### src/hdl/csrap_pkg.sv
/*
  constants, types and the behaviour list of the control and status access port.
  assumes one status clock and a synchronous active-high reset.
*/
// Behaviour
// RL1 - 16-bit address, 32-bit write and read data
// RL2 - busy while port cannot take requests
// RL3 - pulse read-valid when read data usable
// RL4 - master keeps one read outstanding
// RL5 - non-pipelined slave, variable latency
// RL6 - fixed counter flags read timeout
// RL7 - timeout is a sideband signal
// RL8 - status clock; synchronous reset idles port
// RL9 - read-valid rises as busy falls
// RL10 - back-to-back mixed writes and reads work
// RL11 - master holds request while busy
// RL12 - timed-out read still releases busy
package csrap_pkg;
  // ----------------------------------------
  // widths and timing
  // ----------------------------------------
  localparam int unsigned CSRAP_AW = 16;
  localparam int unsigned CSRAP_DW = 32;
  localparam int unsigned CSRAP_CLK_HZ = 10000000;
  localparam int unsigned CSRAP_TO_US = 100;
  localparam int unsigned CSRAP_TO_CYC = (CSRAP_TO_US * (CSRAP_CLK_HZ / 1000000));
  localparam int unsigned CSRAP_CW = 12;
  localparam logic [CSRAP_CW-1:0] CSRAP_CNT_RST = 12'h000;
  localparam logic [CSRAP_DW-1:0] CSRAP_DATA_RST = 32'h0000_0000;

  // ----------------------------------------
  // carriers
  // ----------------------------------------
  typedef struct packed {
    logic read;
    logic write;
    logic [CSRAP_AW-1:0] addr;
    logic [CSRAP_DW-1:0] wdata;
  } csrap_req_t;

  typedef struct packed {
    logic valid;
    logic timeout;
    logic [CSRAP_DW-1:0] rdata;
  } csrap_rsp_t;

  typedef enum logic [2:0] {
    CSRAP_IDLE = 3'b001,
    CSRAP_WRITE = 3'b010,
    CSRAP_READ = 3'b100
  } csrap_state_t;
endpackage : csrap_pkg

### src/hdl/csrap_port.sv
/*
  control and status access port: takes single reads and writes from a master
  and forwards them to the core register space, answering with busy, read-valid
  and a sideband read timeout.
  assumes the register space answers reads with a one-cycle ack within 1000 cycles
  and takes writes with a one-cycle ack; all on ref_clk_i.
*/
`timescale 1ns/10ps
module csrap_port import csrap_pkg::*; (
  input wire logic ref_clk_i,
  input wire logic rst_i,
  input wire logic [CSRAP_AW-1:0] addr_i,
  input wire logic read_i,
  input wire logic write_i,
  input wire logic [CSRAP_DW-1:0] writedata_i,
  output logic [CSRAP_DW-1:0] readdata_o,
  output logic readdata_valid_o,
  output logic busy_o,
  output logic read_timeout_o,
  output logic [CSRAP_AW-1:0] core_addr_o,
  output logic [CSRAP_DW-1:0] core_wdata_o,
  output logic core_read_o,
  output logic core_write_o,
  input wire logic [CSRAP_DW-1:0] core_rdata_i,
  input wire logic core_ack_i
);
  // ----------------------------------------
  // signal declarations
  // ----------------------------------------
  csrap_req_t req;
  csrap_rsp_t rsp;
  csrap_rsp_t next_rsp;
  csrap_state_t state;
  csrap_state_t next_state;
  logic [CSRAP_AW-1:0] addr_q;
  logic [CSRAP_AW-1:0] next_addr;
  logic [CSRAP_DW-1:0] wdata_q;
  logic [CSRAP_DW-1:0] next_wdata;
  logic expired;
  logic take;
  logic take_read;
  logic take_write;
  logic read_done;
  logic write_done;
  logic done;
  logic done_q;
  logic next_done;
  logic in_idle;
  logic in_read;
  logic in_write;
  logic command;
  logic rsp_timeout;
  logic [CSRAP_DW-1:0] rsp_rdata;

  // ----------------------------------------
  // helpers
  // ----------------------------------------
  // state test shared by the decode, the timer and the outputs
  function automatic logic state_is(input csrap_state_t cur, input csrap_state_t want);
    return cur == want;
  endfunction : state_is

  // word for the master: the core word on an ack, else the reset word
  function automatic logic [CSRAP_DW-1:0] pick_rdata(input logic ack, input logic [CSRAP_DW-1:0] word);
    return ack ? word : CSRAP_DATA_RST;
  endfunction : pick_rdata

  // ----------------------------------------
  // decode
  // ----------------------------------------
  assign req = '{read: read_i, write: write_i, addr: addr_i, wdata: writedata_i}; // [RL1]
  assign in_idle = state_is(state, CSRAP_IDLE);
  assign in_read = state_is(state, CSRAP_READ);
  assign in_write = state_is(state, CSRAP_WRITE);
  assign command = req.read || req.write;

  // the finished command still stands on the pins in the done cycle;
  // it is accepted there and must not be taken a second time
  assign take = in_idle && !done_q && command; // [RL11]

  // read wins if both commands arrive together
  assign take_read = take && req.read;
  assign take_write = take && !req.read;

  // ----------------------------------------
  // completion
  // ----------------------------------------
  assign read_done = in_read && (core_ack_i || expired); // [RL12]
  assign write_done = in_write && core_ack_i;
  assign done = read_done || write_done;
  assign next_done = done;

  // ----------------------------------------
  // response
  // ----------------------------------------
  // an ack in the expiry cycle still counts as a good read
  assign rsp_timeout = expired && !core_ack_i; // [RL6]
  assign rsp_rdata = pick_rdata(core_ack_i, core_rdata_i);

  always_comb begin
    next_rsp.valid = 1'b0;
    next_rsp.timeout = 1'b0;
    next_rsp.rdata = rsp.rdata;
    if (read_done) begin
      next_rsp.valid = 1'b1; // [RL3]
      next_rsp.timeout = rsp_timeout; // [RL6]
      next_rsp.rdata = rsp_rdata;
    end
  end

  // ----------------------------------------
  // request capture
  // ----------------------------------------
  assign next_addr = take ? req.addr : addr_q;
  assign next_wdata = take ? req.wdata : wdata_q;

  // ----------------------------------------
  // state machine
  // ----------------------------------------
  always_comb begin
    next_state = state;
    case (state)
      CSRAP_IDLE: begin
        if (take_read) begin
          next_state = CSRAP_READ;
        end else if (take_write) begin
          next_state = CSRAP_WRITE;
        end
      end
      CSRAP_READ: begin
        if (read_done) begin
          next_state = CSRAP_IDLE; // [RL5]
        end
      end
      CSRAP_WRITE: begin
        if (write_done) begin
          next_state = CSRAP_IDLE; // [RL10]
        end
      end
      default: begin
        next_state = CSRAP_IDLE;
      end
    endcase
  end

  // ----------------------------------------
  // state register
  // ----------------------------------------
  always_ff @(posedge ref_clk_i) begin
    if (rst_i) begin
      state <= CSRAP_IDLE; // [RL8]
    end else begin
      state <= next_state;
    end
  end

  // ----------------------------------------
  // response register
  // ----------------------------------------
  always_ff @(posedge ref_clk_i) begin
    if (rst_i) begin
      rsp.valid <= 1'b0;
      rsp.timeout <= 1'b0;
      rsp.rdata <= CSRAP_DATA_RST;
    end else begin
      rsp <= next_rsp;
    end
  end

  // ----------------------------------------
  // request register
  // ----------------------------------------
  always_ff @(posedge ref_clk_i) begin
    if (rst_i) begin
      addr_q <= '0;
      wdata_q <= CSRAP_DATA_RST;
    end else begin
      addr_q <= next_addr;
      wdata_q <= next_wdata;
    end
  end

  // ----------------------------------------
  // done register
  // ----------------------------------------
  // marks the one cycle in which busy falls and the held command is accepted
  always_ff @(posedge ref_clk_i) begin
    if (rst_i) begin
      done_q <= 1'b0;
    end else begin
      done_q <= next_done;
    end
  end

  // ----------------------------------------
  // read timer
  // ----------------------------------------
  csrap_timer u_timer (
    .ref_clk_i(ref_clk_i),
    .rst_i(rst_i),
    .run_i(in_read),
    .expired_o(expired)
  );

  // ----------------------------------------
  // outputs
  // ----------------------------------------
  // busy is low in the done cycle, together with read-valid after a read; a master that
  // holds its command there sees it accepted, not started again
  assign busy_o = !in_idle || take; // [RL2] [RL9]
  assign readdata_o = rsp.rdata;
  assign readdata_valid_o = rsp.valid; // [RL3]
  assign read_timeout_o = rsp.timeout; // [RL7]
  assign core_addr_o = addr_q;
  assign core_wdata_o = wdata_q;
  assign core_read_o = in_read; // [RL4]
  assign core_write_o = in_write;
endmodule : csrap_port

### src/hdl/csrap_timer.sv
/*
  read timer of the access port: counts cycles of a pending read.
  assumes run comes from the port state machine.
*/
`timescale 1ns/10ps
module csrap_timer import csrap_pkg::*; (
  input wire logic ref_clk_i,
  input wire logic rst_i,
  input wire logic run_i,
  output logic expired_o
);
  logic [CSRAP_CW-1:0] count;
  logic [CSRAP_CW-1:0] next_count;

  // fixed limit, not programmable; only broken addresses should reach it
  assign next_count = run_i ? count + 12'h001 : CSRAP_CNT_RST; // [RL6]
  assign expired_o = run_i && (count == CSRAP_CW'(CSRAP_TO_CYC - 1)); // [RL6]

  always_ff @(posedge ref_clk_i) begin
    if (rst_i) begin
      count <= CSRAP_CNT_RST;
    end else begin
      count <= next_count;
    end
  end
endmodule : csrap_timer

### config.mk
export PLATFORM = sky130hd
export DESIGN_NAME = csrap_port
export DESIGN_NICKNAME = d
export VERILOG_FILES = /design/src/hdl/csrap_pkg.sv /design/src/hdl/csrap_port.sv /design/src/hdl/csrap_timer.sv
export SDC_FILE = /design/constraint.sdc
export NUM_CORES = 1
export LEC_CHECK = 0
export BUFFER_PORTS_ARGS = -buffer_cell sky130_fd_sc_hd__clkbuf_2
export CORE_ASPECT_RATIO = 0.75
export CORE_MARGIN = 3
export CORE_UTILIZATION = 25
export CTS_CLUSTER_SIZE = 28
export DETAILED_ROUTE_END_ITERATION = 16
export SETUP_SLACK_MARGIN = 0.4
export SLEW_MARGIN = 20
export SYNTH_ARGS = -nofsm -noshare
export SYNTH_HDL_FRONTEND = slang
export SYNTH_HIERARCHICAL = 1
export SYNTH_SLANG_ARGS = --single-unit
### constraint.sdc
create_clock -name ref_clk_i -period 6.6 [get_ports ref_clk_i]
set_clock_uncertainty 0.15 [all_clocks]
set_input_delay 0.99 -clock ref_clk_i [delete_from_list [all_inputs] [get_ports ref_clk_i]]
set_output_delay 0.99 -clock ref_clk_i [all_outputs]
set_load 0.02 [all_outputs]
# ---- After elaboration in Yosys (flattened, before gate mapping)
# Cells that the tools add are included.
dict set report word_totals {
  in_bits 85
  word_cells 44
  regBits 98
}
dict set report op_classes {
  muxes 7
  addsub 1
  eq_ne 7
  bitwise_logic 2
  reduce_logical 19
}
# cell count
set op_table {}
lappend op_table {{34-bit two-way mux} 1}
lappend op_table {{32-bit two-way mux} 1}
lappend op_table {{12-bit by 1-bit adder with 12-bit output, second input constant} 1}
lappend op_table {{12-bit by 10-bit equality test with 1-bit output, second input constant} 1}
lappend op_table {{3-bit two-way mux} 4}
lappend op_table {{3-bit case mux with 3 select lines} 1}
lappend op_table {{1-bit logical AND} 8}
lappend op_table {{1-bit zero test} 4}
lappend op_table {{1-bit logical OR} 4}
lappend op_table {{2-bit inequality test, second input constant} 2}
lappend op_table {{2-bit OR reduction} 2}
lappend op_table {{3-bit by 1-bit equality test with 1-bit output, second input constant} 1}
lappend op_table {{3-bit by 2-bit equality test with 1-bit output, second input constant} 1}
lappend op_table {{3-bit equality test, second input constant} 1}
lappend op_table {{3-bit inequality test, second input constant} 1}
lappend op_table {{3-bit AND reduction} 1}
lappend op_table {{1-bit inverter} 2}

# ---- Logic depth before layout (Yosys ltp)
# Gate-level depths: netlist of the first run.
dict set report logic_depth {
  depth_word 7
  mapped_depth 8
}

# ---- By module
# The synthesis of the first run kept the hierarchy.
# module seq_area_each_um2 area_each_um2 instances cells_per_inst
set modules_own_cells {}
lappend modules_own_cells {csrap_port 1721.7 3215.6 1 311}
lappend modules_own_cells {csrap_timer 240.2 551.8 1 62}

# ---- Worst setup path after synthesis of the first run
# OpenSTA, ideal clock, no wires.
dict set report synth_timing {
  path_type {input-to-output}
  from {input write_i}
  to {output busy_o}
  path_slack_ns 3.912
  t_arrival_ns 1.548
  path_stages 2
  required_time_ns 5.460
  cell_sequence {nor2_1 > o21ai_0}
}
dict set report synth_between {
  elab_chain_len 3
}
# item line
set synth_lines {}
lappend synth_lines {{start: declaration} csrap_port.sv:14} ;# input wire logic write_i,
lappend synth_lines {{1-bit logical OR} csrap_port.sv:75} ;# assign command = req.read || req.write;
lappend synth_lines {{1-bit logical AND} csrap_port.sv:79} ;# assign take = in_idle && !done_q && command;
lappend synth_lines {{1-bit logical OR} csrap_port.sv:210} ;# assign busy_o = !in_idle || take;
lappend synth_lines {{end: declaration} csrap_port.sv:18} ;# output logic busy_o,
# No other way between the ends.

# ---- Worst setup path in the final report of the first run
dict set report layout_timing {
  from {input read_i}
  to {output busy_o}
}
dict set report layout_between {
  elab_chain_len 3
}
# item line
set layout_lines {}
lappend layout_lines {{start: declaration} csrap_port.sv:13} ;# input wire logic read_i,
lappend layout_lines {{1-bit logical OR} csrap_port.sv:75}
lappend layout_lines {{1-bit logical AND} csrap_port.sv:79}
lappend layout_lines {{1-bit logical OR} csrap_port.sv:210}
# No other way between the ends.

==> results.toml, run 1 <==
[setup_path]
worstPathMaxFanout = 3
crit_type = "input port to output pin"
worstSetupStartpointType = "input port"
endpoint_kind = "output pin"
arrival_ns = 1.66
crit_buf_inv = 2
slowest_stage = "nor2_1"
cp_cell_sequence = "clkbuf_2, nor2_1, o21ai_0, clkbuf_2"
cp_top_family = "buffers and inverters"
cpPeakStageDelay_ns = 0.21
cp_common_cell = "clkbuf_2"
cp.required_ns = 5.46

[power_and_ir_drop]
total_leakage_power_nw = 2.38
p_per_area_mw_per_mm2 = 296
vdd_drop_max_v = 0.000108

[cells_and_area]
synthToLayoutAreaGrowth_pct = 34.4
drive_gt1_share_pct = 37.5
final_area_sq_mm = 0.00506
final_nets = 619
antenna_cells = 0

[global_routing]
grt_pass1_wl_um = 15000
antenna_found_initial = 0
grt_max_degree = 100
track_usage_pct = 11.0
grt_pass1_vias = 3108
grt_overflow = 0

[clock_tree]
clockBufferDepth = 2
holdBufCountCts = 0
post-cts-setup-buffer-count = 0
cts_sinks = 98
root_buffer = "clkbuf_16"
cts_resized = 0
htreeDepth = 3
insertion_delay_ns = 0.34
cts_tree = "done"
cts.clk_slew.worst_paths_ns = 0.06
cts_buffers = 9

[floorplan]
initial_core_util_pct = 25.8
die_w_um = 148
io_pins = 170
rows = 38
die_area_sq_mm = 0.0166
core_sq_mm = 0.0146
die_h_um = 112

[detailed_routing]
top_layer = "met4"
drtIter0Drc = 138
vias_per_cell = 4.34
wl_per_cell_um = 12.3
drtAntennaViolNets = 0
wl_met3_um = 809
drc = 0
finalWirelength_um = 9100
drt_pass1_iterations = 4
dr_total_vias = 3202
wl_met1_um = 4150
wl_met2_um = 4070

[sta]
fin_setup_tns_ns = 0
timing_max_transition_violations_final = 0
finalHoldViolCount = 0
finalCriticalPeriod_ns = 2.80
fin_crit_sh_pct = 42.4
tightest_slew_ns = 0.909
hold_ws_ns = 0.307
fmax_ghz = 0.358
slew_headroom_pct = 39.4
setup_violations = 0
rsz0062_at_grt = "no"

[place]
dpl_cell_area_sq_mm = 0.00471
port_buffers = 169
dp_hpwl_um = 6730
gp_congestion = 0.767

[synthesis]
syn_inst = 373
yosysSeqAreaShare_pct = 52.1
syn_nets = 459
synth.area.top_cells = "dfxtp_1 52%, mux2i_1 13%, nand2_1 10%, a22o_1 7.2%, buf_12 2.1%"
yosys.area.top_type = "dfxtp_1"
synth_area_sq_mm = 0.00377
yosysTopAreaCellShare_pct = 52.1
synth-seq-cells = 98
syn_avg_cell_area_sq_um = 10.1
yosysWarnings = 6
yosysUniqueCellTypes = 42

[outcome]
run_status = "completed"

[hold_path]
hold_path.class = "flop to flop"

[job]
max_cap_viol_count = 0
synth_stat cells (all sizes together):
master   number
nand2       102
dfxtp        98
mux2i        49
a22o         32
buf          14
clkbuf       10
a21oi         8
nor2          7
nand3         6
nor3b         5
nand4         4
o21ai         4
and3          3
inv           3
o31ai         3
or4           3
and2          2
nand2b        2
nor4          2
nor4b         2
or3           2
xnor2         2
a2111oi       1
and4          1
clkinv        1
ha            1
nor2b         1
o211ai        1
o311ai        1
or2           1
or3b          1
xor2          1
kinds of logic after synthesis:
group | after synthesis | synth area share, %
flip-flops | 98 | 52.1
XOR/XNOR | 3 | 0.698
adder cells (fa/ha/maj) | 1 | 0.332
multiplexers | 49 | 13.0
AND/OR/NAND/NOR | 144 | 17.9
buffers and inverters | 28 | 5.38
AO/OA/AOI/OAI | 50 | 10.6
worst reg2reg max path: stages, from the launching register on:
cell and delay [ns]:
dfxtp_1 0.42, or3b_4 0.45, clkinv_4 0.09, nand3_1 0.07
nor4_1 0.24, or2_2 0.23, a21oi_2 0.06, buf_4 0.23
a22o_4 0.30
flip-flops by register name, indices dropped and copies added (netlist names):
signal            count
core_wdata_o         32
readdata_o           32
core_addr_o          16
u_timer/count        12
state                 3
done_q                1
read_timeout_o        1
readdata_valid_o      1
through the flow:
stage	util (%)	instances	power, mW	setup WS, ns
floorplan	-	373	0.848	3.91
global placement	32.3	721	0.933	3.43
detailed placement	32.3	721	0.938	3.38
CTS	34.6	737	1.53	3.73
global route	34.7	738	1.58	3.76
finish	34.7	738	1.50	3.80
where the power goes:
| group | internal (mW) | switching [mW] | total, mW | leakage, nW |
|---|---|---|---|---|
| registers | 0.638 | 0.0262 | 0.664 | 0.799 |
| logic | 0.107 | 0.154 | 0.261 | 1.42 |
| clock network | 0.355 | 0.222 | 0.576 | 0.166 |
cells in the final DEF (no fill, tap or decap), types with 2 or more instances in the layout:
| cell | n |
|---|---|
| or3_1 | 2 |
| inv_1 | 2 |
| nor3b_1 | 3 |
| xnor2_1 | 2 |
| nand2_1 | 102 |
| a22o_1 | 31 |
| or4_1 | 3 |
| nand4_2 | 2 |
| and2_1 | 2 |
| a21oi_1 | 7 |
| clkbuf_16 | 9 |
| nor4_1 | 2 |
| clkbuf_8 | 2 |
| clkbuf_2 | 169 |
| nor2_1 | 7 |
| nand2b_1 | 2 |
| o21ai_0 | 4 |
| dfxtp_1 | 98 |
| nand3_1 | 6 |
| buf_4 | 3 |
| bufinv_16 | 2 |
| o31ai_1 | 3 |
| nor4b_1 | 2 |
| nand4_1 | 2 |
| mux2i_1 | 49 |
| clkinv_4 | 4 |
path summary, 6_finish.rpt:
| path | from | endpoint | slack (ns) | cells after the start |
|---|---|---|---|---|
| worst max-delay path | read_i | busy_o | 3.80 | 4 |
| worst min-delay path | core_addr_o[13]$_SDFFE_PP0N_ | core_addr_o[13]$_SDFFE_PP0N_ | 0.31 | 2 |
| worst max register to register | state[2]$_SDFFE_PP0P_ | readdata_o[13]$_SDFFE_PP0P_ | 4.25 | 8 |
| worst min register to register | core_addr_o[13]$_SDFFE_PP0N_ | core_addr_o[13]$_SDFFE_PP0N_ | 0.31 | 2 |
area by class of cell:
type                            instances  area, sq um
Fill cell                            1511         9530
Sequential cell                        98         1960
Multi-Input combinational cell        247         1610
Timing Repair Buffer                  173          883
Clock buffer                           11          253
Tap cell                              200          250
Clock inverter                          5         86.3
Inverter                                4         20.0
metal layers:
| metal | vias to the layer above | GRT usage, % |
|---|---|---|
| met2 | 123 | 17.3 |
| met3 | 7 | 5.37 |
| met5 | - | 0 |
| met1 | 1459 | 13.7 |
| met4 | 0 | 2.17 |
| li1 | 1613 | - |
No activity file was read; power rests on OpenSTA's default activity.
==> run 2, diff against run 1 <==
==> constraint.sdc (replaced) <==
create_clock -name ref_clk_i -period 2.3 [get_ports ref_clk_i]
set_clock_uncertainty 0.15 [all_clocks]
set_input_delay 0.345 -clock ref_clk_i [delete_from_list [all_inputs] [get_ports ref_clk_i]]
set_output_delay 0.345 -clock ref_clk_i [all_outputs]
set_load 0.02 [all_outputs]
==> results.toml, run 2 (same netlist as run 1, synthesis figures left out) <==
[outcome]
run_status = "completed"

[hold_path]
hold_path.class = "input port to flop"
worstHoldStart = "core_rdata_i[18]"

[floorplan]
rows = 38
initial_core_util_pct = 25.8
die_h_um = 112
die_w_um = 148
core_sq_mm = 0.0146
io_pins = 170
die_area_sq_mm = 0.0166

[setup_path]
cp.required_ns = 2.39
worstPathMaxFanout = 8
crit_start = "u_timer/count[4]$_SDFF_PP0_"
crit_type = "flop to flop"
worstSetupStartpointType = "flop"
arrival_ns = 2.17
endpoint_kind = "flop"
r2r_start = "u_timer/count[4]$_SDFF_PP0_"

[clock_tree]
holdBufCountCts = 0
cts_tree = "done"
cts_buffers = 9
htreeDepth = 3
insertion_delay_ns = 0.34
root_buffer = "clkbuf_16"
cts_sinks = 98
cts.clk_slew.worst_paths_ns = 0.07
clockBufferDepth = 2

[sta]
rsz0062_at_grt = "yes"
tightest_slew_ns = 0.403
finalHoldViolCount = 0
fin_crit_sh_pct = 90.3
fin_setup_tns_ns = 0
setup_violations = 0
finalCriticalPeriod_ns = 2.08
fmax_ghz = 0.481
timing_max_transition_violations_final = 0
hold_ws_ns = 0.0634
slew_headroom_pct = 72.8

[power_and_ir_drop]
p_switching_mw = 1.19
p_comb_share_pct = 20.8
p_seq_share_pct = 44.6
p_per_area_mw_per_mm2 = 790
total_leakage_power_nw = 2.51
switching_share_pct = 28.0
clkPwrFrac_pct = 34.6
vdd_drop_max_v = 0.000303
internal_power_mw = 3.07

[cells_and_area]
final_cell_mix = "167 x clkbuf_2, 101 x nand2_1, 93 x dfxtp_1"
drive_gt1_share_pct = 42.4
antenna_cells = 0
fillCellCount = 1481
final_nets = 642
final_area_sq_mm = 0.00539
synthToLayoutAreaGrowth_pct = 43.1
layout_commonest_cell = "clkbuf_2"

[global_routing]
grt_max_degree = 97
track_usage_pct = 11.6
antenna_found_initial = 0
grt_pass1_vias = 3174
grt_pass1_wl_um = 15800
grt_overflow = 0

[place]
dp_hpwl_um = 6800
gp_congestion = 0.762
dpl_cell_area_sq_mm = 0.00481
port_buffers = 169

[detailed_routing]
drc = 0
vias_per_cell = 4.42
drtIter0Drc = 141
dr_total_vias = 3361
wl_per_cell_um = 13.0
drtAntennaViolNets = 0
finalWirelength_um = 9910
drt_pass1_iterations = 4

[job]
max_cap_viol_count = 0
-- run 2: changes by cell type in the layout (fill, tap and decap cells not counted), sizes merged --
cell	before	now
clkinvlp	0	1
buf	4	26
bufinv	2	1
a21oi	8	11
clkbuf	180	176
clkinv	4	6
-- run 2: worst paths after layout --
check,depth (start not counted),slack [ns],to
worst min register to register,2,0.31,core_addr_o[1]$_SDFFE_PP0N_
worst min-delay path,2,0.06,readdata_o[18]$_SDFFE_PP0P_
worst max register to register,6,0.22,readdata_o[13]$_SDFFE_PP0P_
worst max-delay path,6,0.22,readdata_o[13]$_SDFFE_PP0P_
-- run 2: area by class of cell --
cell class                 count  area, sq um  area share (%)
multi-input combinational    250         1720            31.9
inverter                       4         27.5           0.510
clock buffer                   9          225            4.18
sequential                    98         1980            36.6
tap                          200          250            4.64
clock inverter                 7         70.1            1.30
timing repair buffer         193         1120            20.8
-- run 2: critical path, cell delays in order, from the launching register on --
cell     delay [ns]
dfxtp_4        0.36
or4_4          0.53
nor4_4         0.25
or2_4          0.20
buf_12         0.13
a21oi_4        0.10
a22o_4         0.26
-- run 2: power groups by stage --
stage,Sequential [mW],Combinational (mW),Clock [mW]
after global routing,1.91,0.958,1.61
final,1.90,0.888,1.48
after floorplan,2.08,0.354,0
after CTS,1.90,0.879,1.54
after global placement,1.94,0.796,0
after detailed placement,1.94,0.810,0
-- run 2: metal layers --
metal | vias to the layer above | wire [um] | GRT usage [%]
li1 | 1665 | - | -
met1 | 1580 | 4560 | 15.1
met2 | 101 | 4520 | 18.4
met3 | 15 | 616 | 3.67
met4 | 0 | 208 | 3.97
met5 | - | 0 | 0
-- run 2: what timing repair did --
action                     in CTS  in global routing
setup endpoints to repair      52                 42
pin swaps                      29                  8
gates cloned                    3                  0
buffers inserted               11                  4
resized for setup              17                 16
-- run 2: through the flow --
step                      total power, mW  util, %  instances  setup slack, ns
after floorplan                      2.44        -        373            0.284
after global placement               2.73     33.0        727            0.105
after detailed placement             2.75     33.0        727           0.0339
after CTS                            4.32     36.4        757            0.253
after global routing                 4.48     36.9        761            0.138
final                                4.26     36.9        761            0.222
==> run 3, diff against run 2 <==
--- a/config.mk
+++ b/config.mk
@@ -11,7 +11,6 @@
 export CORE_UTILIZATION = 25
 export CTS_CLUSTER_SIZE = 28
 export DETAILED_ROUTE_END_ITERATION = 16
-export SETUP_SLACK_MARGIN = 0.4
 export SLEW_MARGIN = 20
 export SYNTH_ARGS = -nofsm -noshare
 export SYNTH_HDL_FRONTEND = slang
==> results.toml, run 3 (same netlist as run 1, synthesis figures left out) <==
[sta]
tightest_slew_ns = 0.422
finalHoldViolCount = 0
setup_violations = 0
fin_crit_sh_pct = 94.4
fmax_ghz = 0.460
slew_headroom_pct = 71.8
fin_setup_tns_ns = 0
timing_max_transition_violations_final = 0
rsz0062_at_grt = "no"
finalCriticalPeriod_ns = 2.17

[cells_and_area]
layout_commonest_cell = "clkbuf_2"
synthToLayoutAreaGrowth_pct = 35.8
final_area_sq_mm = 0.00511
final_cell_mix = "169 x clkbuf_2, 102 x nand2_1, 98 x dfxtp_1"
drive_gt1_share_pct = 38.1
antenna_cells = 0
final_nets = 624

[global_routing]
grt_max_degree = 99
grt_pass1_wl_um = 15600
grt_overflow = 0
grt_pass1_vias = 3220
track_usage_pct = 11.5
antenna_found_initial = 0

[power_and_ir_drop]
p_per_area_mw_per_mm2 = 827
total_leakage_power_nw = 2.40
vdd_drop_max_v = 0.000320

[detailed_routing]
finalWirelength_um = 9490
dr_total_vias = 3229
drt_pass1_iterations = 6
vias_per_cell = 4.35
drtAntennaViolNets = 0
wl_per_cell_um = 12.8
drc = 0
drtIter0Drc = 95

[setup_path]
crit_type = "flop to flop"
cp.required_ns = 2.38
arrival_ns = 2.25
worstPathMaxFanout = 32
cpPeakStageDelay_ns = 0.45
cp_top_family = "simple AND/OR/NAND/NOR gates"
endpoint_kind = "flop"
cp_cell_sequence = "or3b_4, clkinv_4, nand3_1, nor4_2, or2_2, a21oi_2, buf_12, a22o_1"
slowest_stage = "or3b_4"
worstSetupStartpointType = "flop"
crit_buf_inv = 2

[floorplan]
die_w_um = 148
die_h_um = 112
core_sq_mm = 0.0146
io_pins = 170
rows = 38
initial_core_util_pct = 25.8
die_area_sq_mm = 0.0166

[clock_tree]
cts_sinks = 98
insertion_delay_ns = 0.34
cts_tree = "done"
root_buffer = "clkbuf_16"
cts_buffers = 9
holdBufCountCts = 0
htreeDepth = 3
cts.clk_slew.worst_paths_ns = 0.07
clockBufferDepth = 2

[place]
gp_congestion = 0.790
dp_hpwl_um = 6970
port_buffers = 169
dpl_cell_area_sq_mm = 0.00480

[job]
max_cap_viol_count = 0

[outcome]
run_status = "completed"

[hold_path]
hold_path.class = "input port to flop"
[run 3: layout make-up]
type                    instances  area [sq um]
fillers                      1508          9480
flip-flops and latches         98          1960
multi-input cells             247          1620
repair buffers                178           963
well taps                     200           250
clock buffers                  10           229
clock inverters                 6          75.1
inverters                       4          20.0
[run 3: metrics by stage]
stage          total power, mW  utilization, %  hold slack [ns]  std cells  setup WS [ns]
2_1_floorplan             2.43               -            0.272        373          0.187
3_3_place_gp              2.72            32.9            0.289        727          0.160
3_5_place_dp              2.74            32.9            0.296        727         0.0874
4_1_cts                   4.30            35.0           0.0372        743         0.0772
5_1_grt                   4.44            35.0           0.0399        743         0.0244
6_report                  4.23            35.0           0.0551        743          0.128
[run 3: worst paths after layout]
check	cells past startpoint	endpoint	from	slack [ns]
max	8	readdata_o[11]$_SDFFE_PP0P_	state[1]$_SDFFE_PP0P_	0.13
min	2	readdata_o[17]$_SDFFE_PP0P_	core_rdata_i[17]	0.06
min reg2reg	2	core_wdata_o[15]$_SDFFE_PP0N_	core_wdata_o[15]$_SDFFE_PP0N_	0.31
max reg2reg	8	readdata_o[11]$_SDFFE_PP0P_	state[1]$_SDFFE_PP0P_	0.13
[run 3: metal layers]
layer / share of wire (%) / track usage, % / routed length (um)
met1: 45 / 14.3 / 4280
met2: 45 / 18.3 / 4290
met3: 8.5 / 5.04 / 810
met4: 1.1 / 2.98 / 107
met5: 0 / 0 / 0
[run 3: repair_timing]
item / in CTS / in global routing
resized for setup: 0 / 2
hold endpoints to repair: 0 / 0
buffers inserted: 0 / 0
endpoints found under the setup margin: 0 / 31
[run 3: worst register-to-register path: cells and delay by family (launching register included)]
kind                   cells  cell delay [ns]
flip-flops                 1             0.36
buffers and inverters      2             0.26
AND/OR/NAND/NOR            4             0.95
AO/OA/AOI/OAI              2             0.34
[run 3: where the power goes]
part	switching, mW	total (mW)	internal [mW]
Combinational	0.452	0.790	0.337
Clock	0.674	1.53	0.859
Sequential	0.0764	1.91	1.83
Total	1.20	4.23	3.03
